### src/scp_pkg.sv
// Shared constants and carrier types for the serial configuration port.
// Assumes a single 40 MHz system clock; the serial lines are asynchronous pins.
package scp_pkg;
   localparam int CLK_PERIOD_PS   = 25000;
   localparam int SETTLE_NS       = 270;
   // Longest settle time rounds down to whole cycles, never below one
   localparam int SETTLE_CYC_RAW  = (SETTLE_NS * 1000) / CLK_PERIOD_PS;
   localparam int SETTLE_CYCLES   = (SETTLE_CYC_RAW < 1) ? 1 : SETTLE_CYC_RAW;
   localparam int WORD_BITS       = 15;
   localparam int DATA_BITS       = 8;
   localparam int ADDR_BITS       = 4;
   localparam int UNIT_BITS       = 2;
   localparam int NUM_REGS        = 16;
   localparam int NUM_UNITS       = 4;
   // Command word field positions, flag first on the wire
   localparam int RW_POS          = 14;
   localparam int UNIT_LSB        = 12;
   localparam int ADDR_LSB        = 8;
   localparam int DATA_LSB        = 0;
   localparam logic [7:0] REG_RESET = 8'h00;
   // Idle pin levels {serial_in, shift_clk, frame_select}: frame select high, the rest low
   localparam logic [2:0] PIN_IDLE  = 3'h1;

   // AXI4-Lite register map (byte addresses)
   localparam logic [7:0] OFS_CTRL   = 8'h00;
   localparam logic [7:0] OFS_STATUS = 8'h04;
   localparam logic [7:0] OFS_LAST   = 8'h08;
   localparam logic [7:0] OFS_REG0   = 8'h40;
   localparam logic [7:0] OFS_REGEND = 8'h7C;
   localparam int CTRL_UNIT_LSB   = 0;
   localparam int CTRL_SO_EN_POS  = 2;
   localparam logic [1:0] CTRL_UNIT_RESET = 2'h0;
   localparam logic [1:0] RESP_OKAY   = 2'h0;
   localparam logic [1:0] RESP_SLVERR = 2'h2;

   typedef struct packed {
      logic       rw;
      logic [1:0] unit;
      logic [3:0] addr;
      logic [7:0] data;
   } cmd_word_t;
endpackage : scp_pkg

### src/scp_link_sync.sv
// Two-stage synchroniser bank for the serial pins, with edge flags.
// Assumes all inputs are asynchronous to aclk.
`timescale 1ns/1ps
`default_nettype none
module scp_link_sync #(
   parameter int               WIDTH      = 3,
   parameter logic [WIDTH-1:0] IDLE_LEVEL = '1
) (
   input  wire logic             aclk,      // System clock
   input  wire logic             aresetn,   // Synchronous reset, active low
   input  wire logic [WIDTH-1:0] pin_in,    // Raw pins
   output logic      [WIDTH-1:0] level,     // Synchronised level
   output logic      [WIDTH-1:0] rise,      // One-cycle rising pulse
   output logic      [WIDTH-1:0] fall       // One-cycle falling pulse
);
   logic [WIDTH-1:0] meta_ff;
   logic [WIDTH-1:0] sync_ff;
   logic [WIDTH-1:0] prev_ff;

   always_ff @(posedge aclk) begin
      if (!aresetn) begin
         // Reset to the idle levels so no false edge follows reset
         meta_ff <= IDLE_LEVEL;
         sync_ff <= IDLE_LEVEL;
         prev_ff <= IDLE_LEVEL;
      end else begin
         meta_ff <= pin_in;
         sync_ff <= meta_ff;
         prev_ff <= sync_ff;
      end
   end

   assign level = sync_ff;
   assign rise  = sync_ff & ~prev_ff;
   assign fall  = ~sync_ff & prev_ff;
endmodule // scp_link_sync
`default_nettype wire

### src/serial_config_port.sv
// Serial configuration port: frame-select / shift clock / serial in / serial out
// slave with one 16-entry register bank serving the selected unit, visible over AXI4-Lite.
// Assumes the shift clock is at most about aclk/4 so each edge is seen.
`timescale 1ns/1ps
`default_nettype none
module serial_config_port (
   input  wire logic        aclk,          // 40 MHz system clock
   input  wire logic        aresetn,       // Synchronous reset, active low
   input  wire logic        frame_select,  // Frame select pin, active low
   input  wire logic        shift_clk,     // Serial shift clock pin
   input  wire logic        serial_in,     // Serial data in pin
   output logic             serial_out,    // Serial data out
   output logic             serial_out_en_n, // Output enable for serial_out, active low
   output logic             port_ready,    // High once settle time has passed
   input  wire logic [7:0]  s_axi_awaddr,  // AXI4-Lite write address
   input  wire logic        s_axi_awvalid, // Write address valid
   output logic             s_axi_awready, // Write address ready
   input  wire logic [31:0] s_axi_wdata,   // Write data
   input  wire logic [3:0]  s_axi_wstrb,   // Write strobes
   input  wire logic        s_axi_wvalid,  // Write data valid
   output logic             s_axi_wready,  // Write data ready
   output logic [1:0]       s_axi_bresp,   // Write response
   output logic             s_axi_bvalid,  // Write response valid
   input  wire logic        s_axi_bready,  // Write response ready
   input  wire logic [7:0]  s_axi_araddr,  // Read address
   input  wire logic        s_axi_arvalid, // Read address valid
   output logic             s_axi_arready, // Read address ready
   output logic [31:0]      s_axi_rdata,   // Read data
   output logic [1:0]       s_axi_rresp,   // Read response
   output logic             s_axi_rvalid,  // Read data valid
   input  wire logic        s_axi_rready   // Read data ready
);
   logic [2:0]               pin_level;
   logic [2:0]               pin_rise;
   logic [2:0]               pin_fall;
   logic [14:0]              shift_ff;
   logic [7:0]               out_ff;
   logic [3:0]               last_addr_ff;
   logic [1:0]               last_unit_ff;
   logic [7:0]               bank_ff [scp_pkg::NUM_REGS];
   logic [1:0]               ctrl_unit_ff;
   logic                     ctrl_so_en_ff;
   logic [15:0]              frame_cnt_ff;
   logic [14:0]              last_word_ff;
   logic [3:0]               settle_ff;
   logic                     ready_ff;
   logic                     in_frame_ff;
   logic                     so_ff;
   logic                     so_oe_n_ff;
   logic                     awready_ff;
   logic                     wready_ff;
   logic                     bvalid_ff;
   logic [1:0]               bresp_ff;
   logic [7:0]               aw_ff;
   logic [31:0]              wd_ff;
   logic                     aw_have_ff;
   logic                     w_have_ff;
   logic                     arready_ff;
   logic                     rvalid_ff;
   logic [31:0]              rdata_ff;
   logic [1:0]               rresp_ff;
   scp_pkg::cmd_word_t       cmd;
   logic                     fs_low;
   logic                     sclk_rise;
   logic                     sclk_fall;
   logic                     fs_rise;
   logic                     fs_fall;
   logic                     commit;
   logic                     axi_wr;
   logic                     unit_hit;

   scp_link_sync #(
      .WIDTH      (3),
      .IDLE_LEVEL (scp_pkg::PIN_IDLE)
   ) u_sync (
      .aclk    (aclk),
      .aresetn (aresetn),
      .pin_in  ({serial_in, shift_clk, frame_select}),
      .level   (pin_level),
      .rise    (pin_rise),
      .fall    (pin_fall)
   );

   assign fs_low    = ~pin_level[0];
   assign fs_rise   = pin_rise[0];
   assign fs_fall   = pin_fall[0];
   assign sclk_rise = pin_rise[1];
   assign sclk_fall = pin_fall[1];
   assign cmd       = scp_pkg::cmd_word_t'(shift_ff);
   assign commit    = fs_rise & in_frame_ff;
   assign unit_hit  = (cmd.unit == ctrl_unit_ff);

   // Settle counter after reset
   always_ff @(posedge aclk) begin
      if (!aresetn) begin
         settle_ff <= 4'h0;
         ready_ff  <= 1'b0;
      end else if (!ready_ff) begin
         settle_ff <= settle_ff + 4'h1;
         ready_ff  <= (settle_ff == 4'(scp_pkg::SETTLE_CYCLES - 1));
      end
   end

   // Frame tracking: frames that begin before settling are ignored
   always_ff @(posedge aclk) begin
      if (!aresetn) begin
         in_frame_ff <= 1'b0;
      end else if (fs_fall && ready_ff) begin
         in_frame_ff <= 1'b1;
      end else if (fs_rise) begin
         in_frame_ff <= 1'b0;
      end
   end

   // Input shifter keeps only the last 15 bits
   always_ff @(posedge aclk) begin
      if (!aresetn) begin
         shift_ff <= 15'h0000;
      end else if (fs_fall) begin
         shift_ff <= 15'h0000;
      end else if (in_frame_ff && fs_low && sclk_rise) begin
         shift_ff <= {shift_ff[13:0], pin_level[2]};
      end
   end

   // Address latch for readback, updated by reads and writes alike
   always_ff @(posedge aclk) begin
      if (!aresetn) begin
         last_addr_ff <= 4'h0;
         last_unit_ff <= 2'h0;
         last_word_ff <= 15'h0000;
         frame_cnt_ff <= 16'h0000;
      end else if (commit) begin
         last_addr_ff <= cmd.addr;
         last_unit_ff <= cmd.unit;
         last_word_ff <= shift_ff;
         frame_cnt_ff <= frame_cnt_ff + 16'h0001;
      end
   end

   // Register bank: serial writes on frame end, bus writes otherwise
   assign axi_wr = aw_have_ff && w_have_ff && !bvalid_ff;
   generate
      for (genvar i = 0; i < scp_pkg::NUM_REGS; i++) begin : g_bank
         always_ff @(posedge aclk) begin
            if (!aresetn) begin
               bank_ff[i] <= scp_pkg::REG_RESET;
            end else if (commit && !cmd.rw && unit_hit && cmd.addr == 4'(i)) begin
               bank_ff[i] <= cmd.data;
            end else if (axi_wr && aw_ff[7:6] == 2'h1 && aw_ff[5:2] == 4'(i) && wd_ff[31]) begin
               bank_ff[i] <= wd_ff[7:0];
            end
         end
      end
   endgenerate

   // Serial output: load on frame start, shift on falling shift-clock edges
   always_ff @(posedge aclk) begin
      if (!aresetn) begin
         out_ff     <= 8'h00;
         so_ff      <= 1'b0;
         so_oe_n_ff <= 1'b1;
      end else if (fs_fall && ready_ff) begin
         out_ff     <= (last_unit_ff == ctrl_unit_ff) ? bank_ff[last_addr_ff] : 8'h00;
         so_ff      <= (last_unit_ff == ctrl_unit_ff) ? bank_ff[last_addr_ff][7] : 1'b0;
         so_oe_n_ff <= ~ctrl_so_en_ff;
      end else if (fs_rise) begin
         so_oe_n_ff <= 1'b1;
      end else if (in_frame_ff && sclk_fall) begin
         out_ff <= {out_ff[6:0], 1'b0};
         so_ff  <= out_ff[6];
      end
   end

   // AXI4-Lite write channel
   always_ff @(posedge aclk) begin
      if (!aresetn) begin
         awready_ff <= 1'b1;
         wready_ff  <= 1'b1;
         aw_have_ff <= 1'b0;
         w_have_ff  <= 1'b0;
         aw_ff      <= 8'h00;
         wd_ff      <= 32'h0000_0000;
         bvalid_ff  <= 1'b0;
         bresp_ff   <= scp_pkg::RESP_OKAY;
      end else begin
         if (s_axi_awvalid && awready_ff) begin
            aw_ff      <= s_axi_awaddr;
            aw_have_ff <= 1'b1;
            awready_ff <= 1'b0;
         end
         if (s_axi_wvalid && wready_ff) begin
            wd_ff     <= {s_axi_wstrb[0], 23'h000000, s_axi_wdata[7:0]};
            w_have_ff <= 1'b1;
            wready_ff <= 1'b0;
         end
         if (axi_wr) begin
            bvalid_ff <= 1'b1;
            bresp_ff  <= (aw_ff == scp_pkg::OFS_CTRL || aw_ff[7:6] == 2'h1)
                         ? scp_pkg::RESP_OKAY : scp_pkg::RESP_SLVERR;
         end
         if (bvalid_ff && s_axi_bready) begin
            bvalid_ff  <= 1'b0;
            aw_have_ff <= 1'b0;
            w_have_ff  <= 1'b0;
            awready_ff <= 1'b1;
            wready_ff  <= 1'b1;
         end
      end
   end

   // Control register
   always_ff @(posedge aclk) begin
      if (!aresetn) begin
         ctrl_unit_ff  <= scp_pkg::CTRL_UNIT_RESET;
         ctrl_so_en_ff <= 1'b1;
      end else if (axi_wr && aw_ff == scp_pkg::OFS_CTRL && wd_ff[31]) begin
         ctrl_unit_ff  <= wd_ff[scp_pkg::CTRL_UNIT_LSB +: 2];
         ctrl_so_en_ff <= wd_ff[scp_pkg::CTRL_SO_EN_POS];
      end
   end

   // AXI4-Lite read channel
   always_ff @(posedge aclk) begin
      if (!aresetn) begin
         arready_ff <= 1'b1;
         rvalid_ff  <= 1'b0;
         rdata_ff   <= 32'h0000_0000;
         rresp_ff   <= scp_pkg::RESP_OKAY;
      end else if (s_axi_arvalid && arready_ff) begin
         arready_ff <= 1'b0;
         rvalid_ff  <= 1'b1;
         rresp_ff   <= scp_pkg::RESP_OKAY;
         if (s_axi_araddr == scp_pkg::OFS_CTRL) begin
            rdata_ff <= {29'h0, ctrl_so_en_ff, ctrl_unit_ff};
         end else if (s_axi_araddr == scp_pkg::OFS_STATUS) begin
            rdata_ff <= {frame_cnt_ff, 14'h0000, in_frame_ff, ready_ff};
         end else if (s_axi_araddr == scp_pkg::OFS_LAST) begin
            rdata_ff <= {17'h00000, last_word_ff};
         end else if (s_axi_araddr[7:6] == 2'h1 && s_axi_araddr[1:0] == 2'h0) begin
            rdata_ff <= {24'h000000, bank_ff[s_axi_araddr[5:2]]};
         end else begin
            rdata_ff <= 32'h0000_0000;
            rresp_ff <= scp_pkg::RESP_SLVERR;
         end
      end else if (rvalid_ff && s_axi_rready) begin
         rvalid_ff  <= 1'b0;
         arready_ff <= 1'b1;
      end
   end

   assign serial_out    = so_ff;
   assign serial_out_en_n = so_oe_n_ff;
   assign port_ready    = ready_ff;
   assign s_axi_awready = awready_ff;
   assign s_axi_wready  = wready_ff;
   assign s_axi_bvalid  = bvalid_ff;
   assign s_axi_bresp   = bresp_ff;
   assign s_axi_arready = arready_ff;
   assign s_axi_rvalid  = rvalid_ff;
   assign s_axi_rdata   = rdata_ff;
   assign s_axi_rresp   = rresp_ff;

   a_settle_time: assert property (@(posedge aclk) disable iff (!aresetn)
      $rose(ready_ff) |-> $past(settle_ff) == 4'(scp_pkg::SETTLE_CYCLES - 1))
      else $error("settle time wrong");
   a_shift_in_bit: assert property (@(posedge aclk) disable iff (!aresetn)
      (in_frame_ff && fs_low && sclk_rise && !fs_fall) |=> shift_ff[0] == $past(pin_level[2]))
      else $error("serial bit not captured");
   a_keep_last: assert property (@(posedge aclk) disable iff (!aresetn)
      (in_frame_ff && fs_low && sclk_rise && !fs_fall) |=> shift_ff[14:1] == $past(shift_ff[13:0]))
      else $error("shifter lost bits");
   a_write_commit: assert property (@(posedge aclk) disable iff (!aresetn)
      (commit && !cmd.rw && unit_hit) |=> bank_ff[$past(cmd.addr)] == $past(cmd.data))
      else $error("write not committed");
   a_read_nowrite: assert property (@(posedge aclk) disable iff (!aresetn)
      (commit && cmd.rw && !axi_wr) |=> bank_ff[$past(cmd.addr)] == $past(bank_ff[cmd.addr]))
      else $error("read altered register");
   a_addr_latch: assert property (@(posedge aclk) disable iff (!aresetn)
      commit |=> last_addr_ff == $past(cmd.addr))
      else $error("readback address not latched");
   a_msb_first: assert property (@(posedge aclk) disable iff (!aresetn)
      (fs_fall && ready_ff && last_unit_ff == ctrl_unit_ff) |=> so_ff == $past(bank_ff[last_addr_ff][7]))
      else $error("first bit not msb");
   a_out_load: assert property (@(posedge aclk) disable iff (!aresetn)
      (fs_fall && ready_ff && last_unit_ff == ctrl_unit_ff) |=> out_ff == $past(bank_ff[last_addr_ff]))
      else $error("readback not loaded");
   a_oe_off: assert property (@(posedge aclk) disable iff (!aresetn)
      fs_rise |=> so_oe_n_ff)
      else $error("output still enabled");
   c_write: cover property (@(posedge aclk) disable iff (!aresetn) commit && !cmd.rw);
   c_read: cover property (@(posedge aclk) disable iff (!aresetn) commit && cmd.rw);
   c_readback: cover property (@(posedge aclk) disable iff (!aresetn) commit ##[1:200] fs_fall);
endmodule // serial_config_port
`default_nettype wire

### config.mk
export PLATFORM = sky130hd
export DESIGN_NAME = serial_config_port
export DESIGN_NICKNAME = d
export VERILOG_FILES = /design/src/scp_pkg.sv /design/src/scp_link_sync.sv /design/src/serial_config_port.sv
export SDC_FILE = /design/constraint.sdc
export NUM_CORES = 1
export LEC_CHECK = 0
export BUFFER_PORTS_ARGS = -buffer_cell sky130_fd_sc_hd__buf_2
export CORE_MARGIN = 2
export CORE_UTILIZATION = 62
export DETAILED_ROUTE_END_ITERATION = 10
export PLACE_DENSITY = 0.88
export SYNTH_ARGS = -nofsm -noshare
export SYNTH_HDL_FRONTEND = slang
export SYNTH_SLANG_ARGS = --single-unit
export TNS_END_PERCENT = 1
### constraint.sdc
create_clock -name aclk -period 6.61 [get_ports aclk]
set_clock_uncertainty 0.05 [all_clocks]
set_input_delay 0.661 -clock aclk [delete_from_list [all_inputs] [get_ports aclk]]
set_output_delay 0.661 -clock aclk [all_outputs]
set_load 0.02 [all_outputs]
* Yosys cells after proc, flatten, opt, wreduce, memory -nomap -nowiden
Memories as Yosys holds them, arrays and structs flattened. A register that Yosys moved wholly into a read port is not among the register bits.
Index checks and enable logic that the tools add are counted.
** Operators by class
- $add $sub $neg :: 2
- Multipliers :: 0
- Div/mod/pow operators :: 0
- $lt $le $gt $ge :: 0
- Eq/ne operators :: 38
- Shift-type cells :: 0
- Mux-type cells :: 173
- Bitwise gates (word level) :: 40
- Reduce and logical (&&, ||, !) cells :: 79
** Operator list (count)
- $mux 8 :: 33
- $mux 1 :: 126
- $eq 4x4->1 const B :: 17
- $logic_and 1x1->1 :: 65
- $mux 32 :: 2
- $eq 4x3->1 const B :: 8
- $or 1x1->1 :: 32
- $mux 7 :: 4
- $add 16x1->16 const B :: 1
- $eq 4x2->1 const B :: 4
- $logic_not 8->1 :: 2
- $mux 15 :: 1
- $mux 2 :: 5
- $eq 4x1->1 const B :: 2
- $eq 8x3->1 const B :: 1
- $eq 8x4->1 const B :: 1
- $logic_not 4->1 :: 2
- $mux 4 :: 2
- $reduce_bool 2->1 :: 3
- $add 4x1->4 const B :: 1
- $and 2x2->2 :: 2
- $eq 2x1->1 const B :: 2
- $eq 2x2->1 :: 2
- $not 2->2 :: 2
- 8 further kinds :: 12
** Storage, ports and cells
- Flip-flop bits (word level) :: 138
- Latch bits :: 0
- RAM bits :: 128
- Bits in read-only memories :: 0
- Input port bits :: 62
- Output and inout bits :: 44
- Logic and storage cells :: 361
- Memories kept :: 1
** Memories
- bank_ff :: words 16, width 8, read ports 2, clocked after Yosys merged registers in 1, wr ports 16, line serial_config_port.sv:40 : logic [7:0] bank_ff [scp_pkg::NUM_REGS];

* Longest topological paths before layout
- Word-level depth :: 11
- Depth in mapped cells :: 8
- Gate-level depth less buffers :: 5

* By module
A second synthesis with hierarchy kept.
** Unflattened totals
- Cells, all modules :: 1305
- Area total of the unflattened synthesis :: 13540.5 um^2
** Modules (own cells, without submodules)
- serial_config_port :: instances 1, cells an instance 1281, area each 13266.5 um^2, sequential area each 6346.1 um^2
- scp_link_sync :: instances 1, cells an instance 24, area each 274.0 um^2, sequential area each 180.2 um^2

* Least setup slack after synthesis
No wires, ideal clock.
- Path kind :: reg-to-reg
- Start :: register bvalid_ff, in the netlist s_axi_bvalid
- End :: memory bank_ff[0][0] (enable)
- Library setup time :: 0.404 ns
- Arrival :: 2.229 ns
- Required time :: 6.156 ns
- Path slack :: 3.928 ns
- Stages on the path, launching flop included :: 6
- Path buffers :: 1
- Clock period less this slack :: 2.682 ns
- Path through :: dfxtp_1 > nand3b_2 > buf_2 > nor2_1 > nand2_1 > o311ai_0
** RTL lines
- start, declared :: line serial_config_port.sv:52 : logic bvalid_ff;
- start signal, assigned :: line serial_config_port.sv:184 : bvalid_ff <= 1'b0;
- start signal, assigned :: line serial_config_port.sv:198 : bvalid_ff <= 1'b1;
- start signal, assigned :: line serial_config_port.sv:203 : bvalid_ff <= 1'b0;
- end, declared :: line serial_config_port.sv:40

==> impl_metrics.tcl <==
set metrics [dict create \
    run_status "completed" \
    cts_resized 0 \
    clock_sinks 261 \
    routedWlPerCell_um 25.09 \
    global_route.overflow_total 0 \
    num_vias 10860 \
    final_layout_size_suffix_gt1_share_pct 18.25 \
    yosysTopAreaCellShare_pct 28.32 \
    power_per_cell_area_mw_per_mm2 233.7 \
    critical_hold_path_startpoint "serial_in" \
    worst_slew_margin_rel_pct 12.61 \
    synth_sequential_area_ratio_pct 47.94 \
    antenna_found_initial 1 \
    static-leakage-power_nw 5.207 \
    wirelength_um 38810 \
    timing.final.setup_violations 0 \
    start_util_pct 62.58 \
    antenna_violating_nets_post_route 0 \
    drt-pass1-iter-count 6 \
    worst_path_largest_cell_delay_ps 990 \
    worstSetupStartpoint "in_frame_ff" \
    worst_setup_path_end_kind "register" \
    max_cap_violations 0 \
    worst_ir_drop_vdd_mv 0.2250 \
    netlist_top_cells_area "edfxtp_1, dfxtp_1, mux4_2" \
    maximum_number_of_pins_on_one_net_before_global_route_repair 68 \
    final_cell_count_no_fill 1547 \
    max_slew.worst_pin.slew_ps 1290 \
    worst_hold_slack_ps 275.4 \
    cp.arrival_ps 3770 \
    synthFlopType "dfxtp_1" \
    holdPathEnd "u_sync.meta_ff[2]" \
    r2r_end "bank_ff[4][4]" \
    cts_buffer_depth 3 \
    placed_insts 1502 \
    critPathKind "reg2reg" \
    via_per_inst 7.017 \
    startpoint_type "register" \
    synth_largest_area_cell "edfxtp_1" \
    num_rows 54 \
    worst_hold_path.num_cells 2 \
    initialDrtViolationCount 1560 \
    mappedNetlistArea_mm2 0.01357 \
    area.growth.synth_to_final_pct 8.490 \
    root_buffer_cell "clkbuf_16" \
    rsz_0062_raised_after_global_routing "false" \
    gp_congestion 0.9404 \
    place.port_buffers 75 \
    floorplan.die_area_mm2 0.02309 \
    clkSlewWorstSetupHoldPaths_ps 60 \
    finalWorstPathRequiredPeriod_ps 3657 \
    die_h_um 152.0 \
    worst_hold_path_type "in2reg" \
    core-area_mm2 0.02169 \
    tritoncts.num_buffers 27 \
    hold_viol 0 \
    cts_tree "yes" \
    cp.required_ps 6720 \
    synth.distinct_cells 70 \
    synthesis.instances 1249 \
    clock.fmax_ghz 0.2734 \
    synth_seq_cells 261 \
    share_of_flip_flops_with_an_asynchronous_set_or_reset_pct 0 \
    crit_path_max_fanout 9 \
    crit_path_cell_trace "nand4bb_1 > nor4_1 > nand2_1 > o211ai_1" \
    fin_total_pwr_w 0.003442 \
    die-width_um 152.0 \
    multiInputGateArea_mm2 0.006584 \
    syn_avg_cell_area_um2 10.87 \
    r2r.worst_path.cells 4 \
    final.period_utilization_pct 55.33 \
    cts_max_level 1 \
    final-max-slew-violation-count 0 \
    drc 0 \
    regToRegStartpoint "in_frame_ff" \
    worstSkewPairLatency_ps 540 \
    vias_in_the_first_global_route 10060 \
    fillerInstances 1517 \
    sequential_cell_area_mm2 0.006509 \
    post-dp-hpwl_um 25340 \
    synth_enable_flop_cells 128 \
    first_pass_grt_wire_length_um 58910 \
    final_design_utilization_pct 67.90 \
    yosys_warnings 0 \
    cp_slowest_cell "nor4_1" \
    cts_hold_buffers 0 \
    rrSetupSlack_ps 2950 \
    global_route.usage.total_pct 32.61 \
    timing.setup.tns_ps 0 \
    fin_nets 1316 \
    io-pin-count 106 \
    cts.repair_timing.setup_buffer_count 0 \
]
## power breakdown
| group | internal, W | switching [W] | total [W] |
|---|---|---|---|
| Combinational | 0.0000782 | 0.000129 | 0.000207 |
| Clock | 0.000821 | 0.000616 | 0.00144 |
| Sequential | 0.00174 | 0.0000604 | 0.00180 |
| Total | 0.00264 | 0.000805 | 0.00344 |
## cells by family after synthesis
| family | share of synthesized area, % |
|---|---|
| adder cells (fa/ha/maj) | 0.2766 |
| XOR/XNOR | 0.9679 |
| AO/OA/AOI/OAI | 10.86 |
| buffers and inverters | 3.752 |
| other | 0.02763 |
| flip-flops | 47.94 |
| AND/OR/NAND/NOR | 15.51 |
| multiplexers | 20.68 |
## worst max-delay path: cells and delay by family, from the launching register on
| kind | cells | cell delay, ps |
|---|---|---|
| simple gates | 3 | 2040 |
| flops | 1 | 500 |
| compound gates | 1 | 680 |
## layout by cell type (no fill, tap or decap), types with 9 or more instances in the layout
cell type / instances
o211ai_1: 14
o21ai_0: 15
and2_1: 12
nand2b_1: 16
nand3_1: 42
buf_2: 75
or3_1: 15
edfxtp_1: 128
clkbuf_16: 27
inv_1: 9
mux2_2: 21
a32o_1: 11
dfxtp_1: 131
mux2i_1: 124
a21oi_1: 86
nor2_1: 56
a22oi_1: 23
mux4_2: 59
nor4_1: 13
nand4_1: 15
xor2_1: 11
o221ai_1: 12
nand2_1: 213
## cell type report
cell class / instances / area share (%)
Antenna cell: 1 / 0.01699
Multi-Input combinational cell: 867 / 44.71
Clock buffer: 33 / 4.750
Tap cell: 280 / 2.379
Timing Repair Buffer: 83 / 2.957
Inverter: 11 / 0.2804
Sequential cell: 261 / 44.20
Clock inverter: 11 / 0.7052
## metrics by stage
stage          cell area (um2)  setup WS, ps
2_1_floorplan            13580          3928
3_3_place_gp             13920          3234
3_5_place_dp             13920          3132
4_1_cts                  14720          3056
5_1_grt                  14720          2864
6_report                 14730          2953
## flip-flops by register name (all words and copies together) (netlist names), 3 cells and up, named ones only
signal	cells
bank_ff	128
s_axi_rdata	31
frame_cnt_ff	16
cmd	15
last_word_ff	11
wd_ff	9
aw_ff	8
out_ff	7
settle_ff	4
last_addr_ff	3
u_sync.level	3
u_sync.meta_ff	3
## synthesized netlist by cell type (5+ instances only)
| cell | count |
|---|---|
| mux4_2 | 59 |
| xor2_1 | 11 |
| o2bb2ai_1 | 8 |
| or3_1 | 15 |
| mux2i_1 | 124 |
| o21ai_0 | 15 |
| a21oi_1 | 86 |
| a32o_1 | 11 |
| and2_1 | 12 |
| nor4_2 | 6 |
| nand3_1 | 42 |
| nand2b_1 | 16 |
| nand2_1 | 213 |
| nand3b_1 | 6 |
| a22oi_1 | 23 |
| nor4_1 | 15 |
| buf_2 | 26 |
| nand4_1 | 15 |
| edfxtp_1 | 128 |
| nor2_1 | 56 |
| dfxtp_1 | 133 |
| o221a_2 | 5 |
| and3_1 | 5 |
| a2bb2o_1 | 7 |
| inv_1 | 9 |
| buf_1 | 17 |
| o221ai_1 | 12 |
| mux2_2 | 21 |
| clkbuf_1 | 65 |
| nor2b_1 | 8 |
| o211ai_1 | 14 |
## routing by layer
layer  vias up  share of wire (%)  GRT usage (%)
li1       4679                  -              -
met1      5152                 36          42.85
met2       854                 46          51.50
met3       170                 13          7.901
met4         0                5.7          15.31
met5         -                  0              0
## worst max-delay path by stage
| stage | endpoint | slack, ps | cells past startpoint |
|---|---|---|---|
| after CTS | bank_ff[11][2] | 3060 | 4 |
| after floorplan | bank_ff[0][0] | 3930 | 5 |
| final | bank_ff[4][4] | 2950 | 4 |
| after detailed placement | bank_ff[11][1] | 3130 | 4 |
| after global routing | bank_ff[11][2] | 2860 | 4 |
| after global placement | bank_ff[11][2] | 3230 | 4 |
Power figures use the tool's default switching activity.
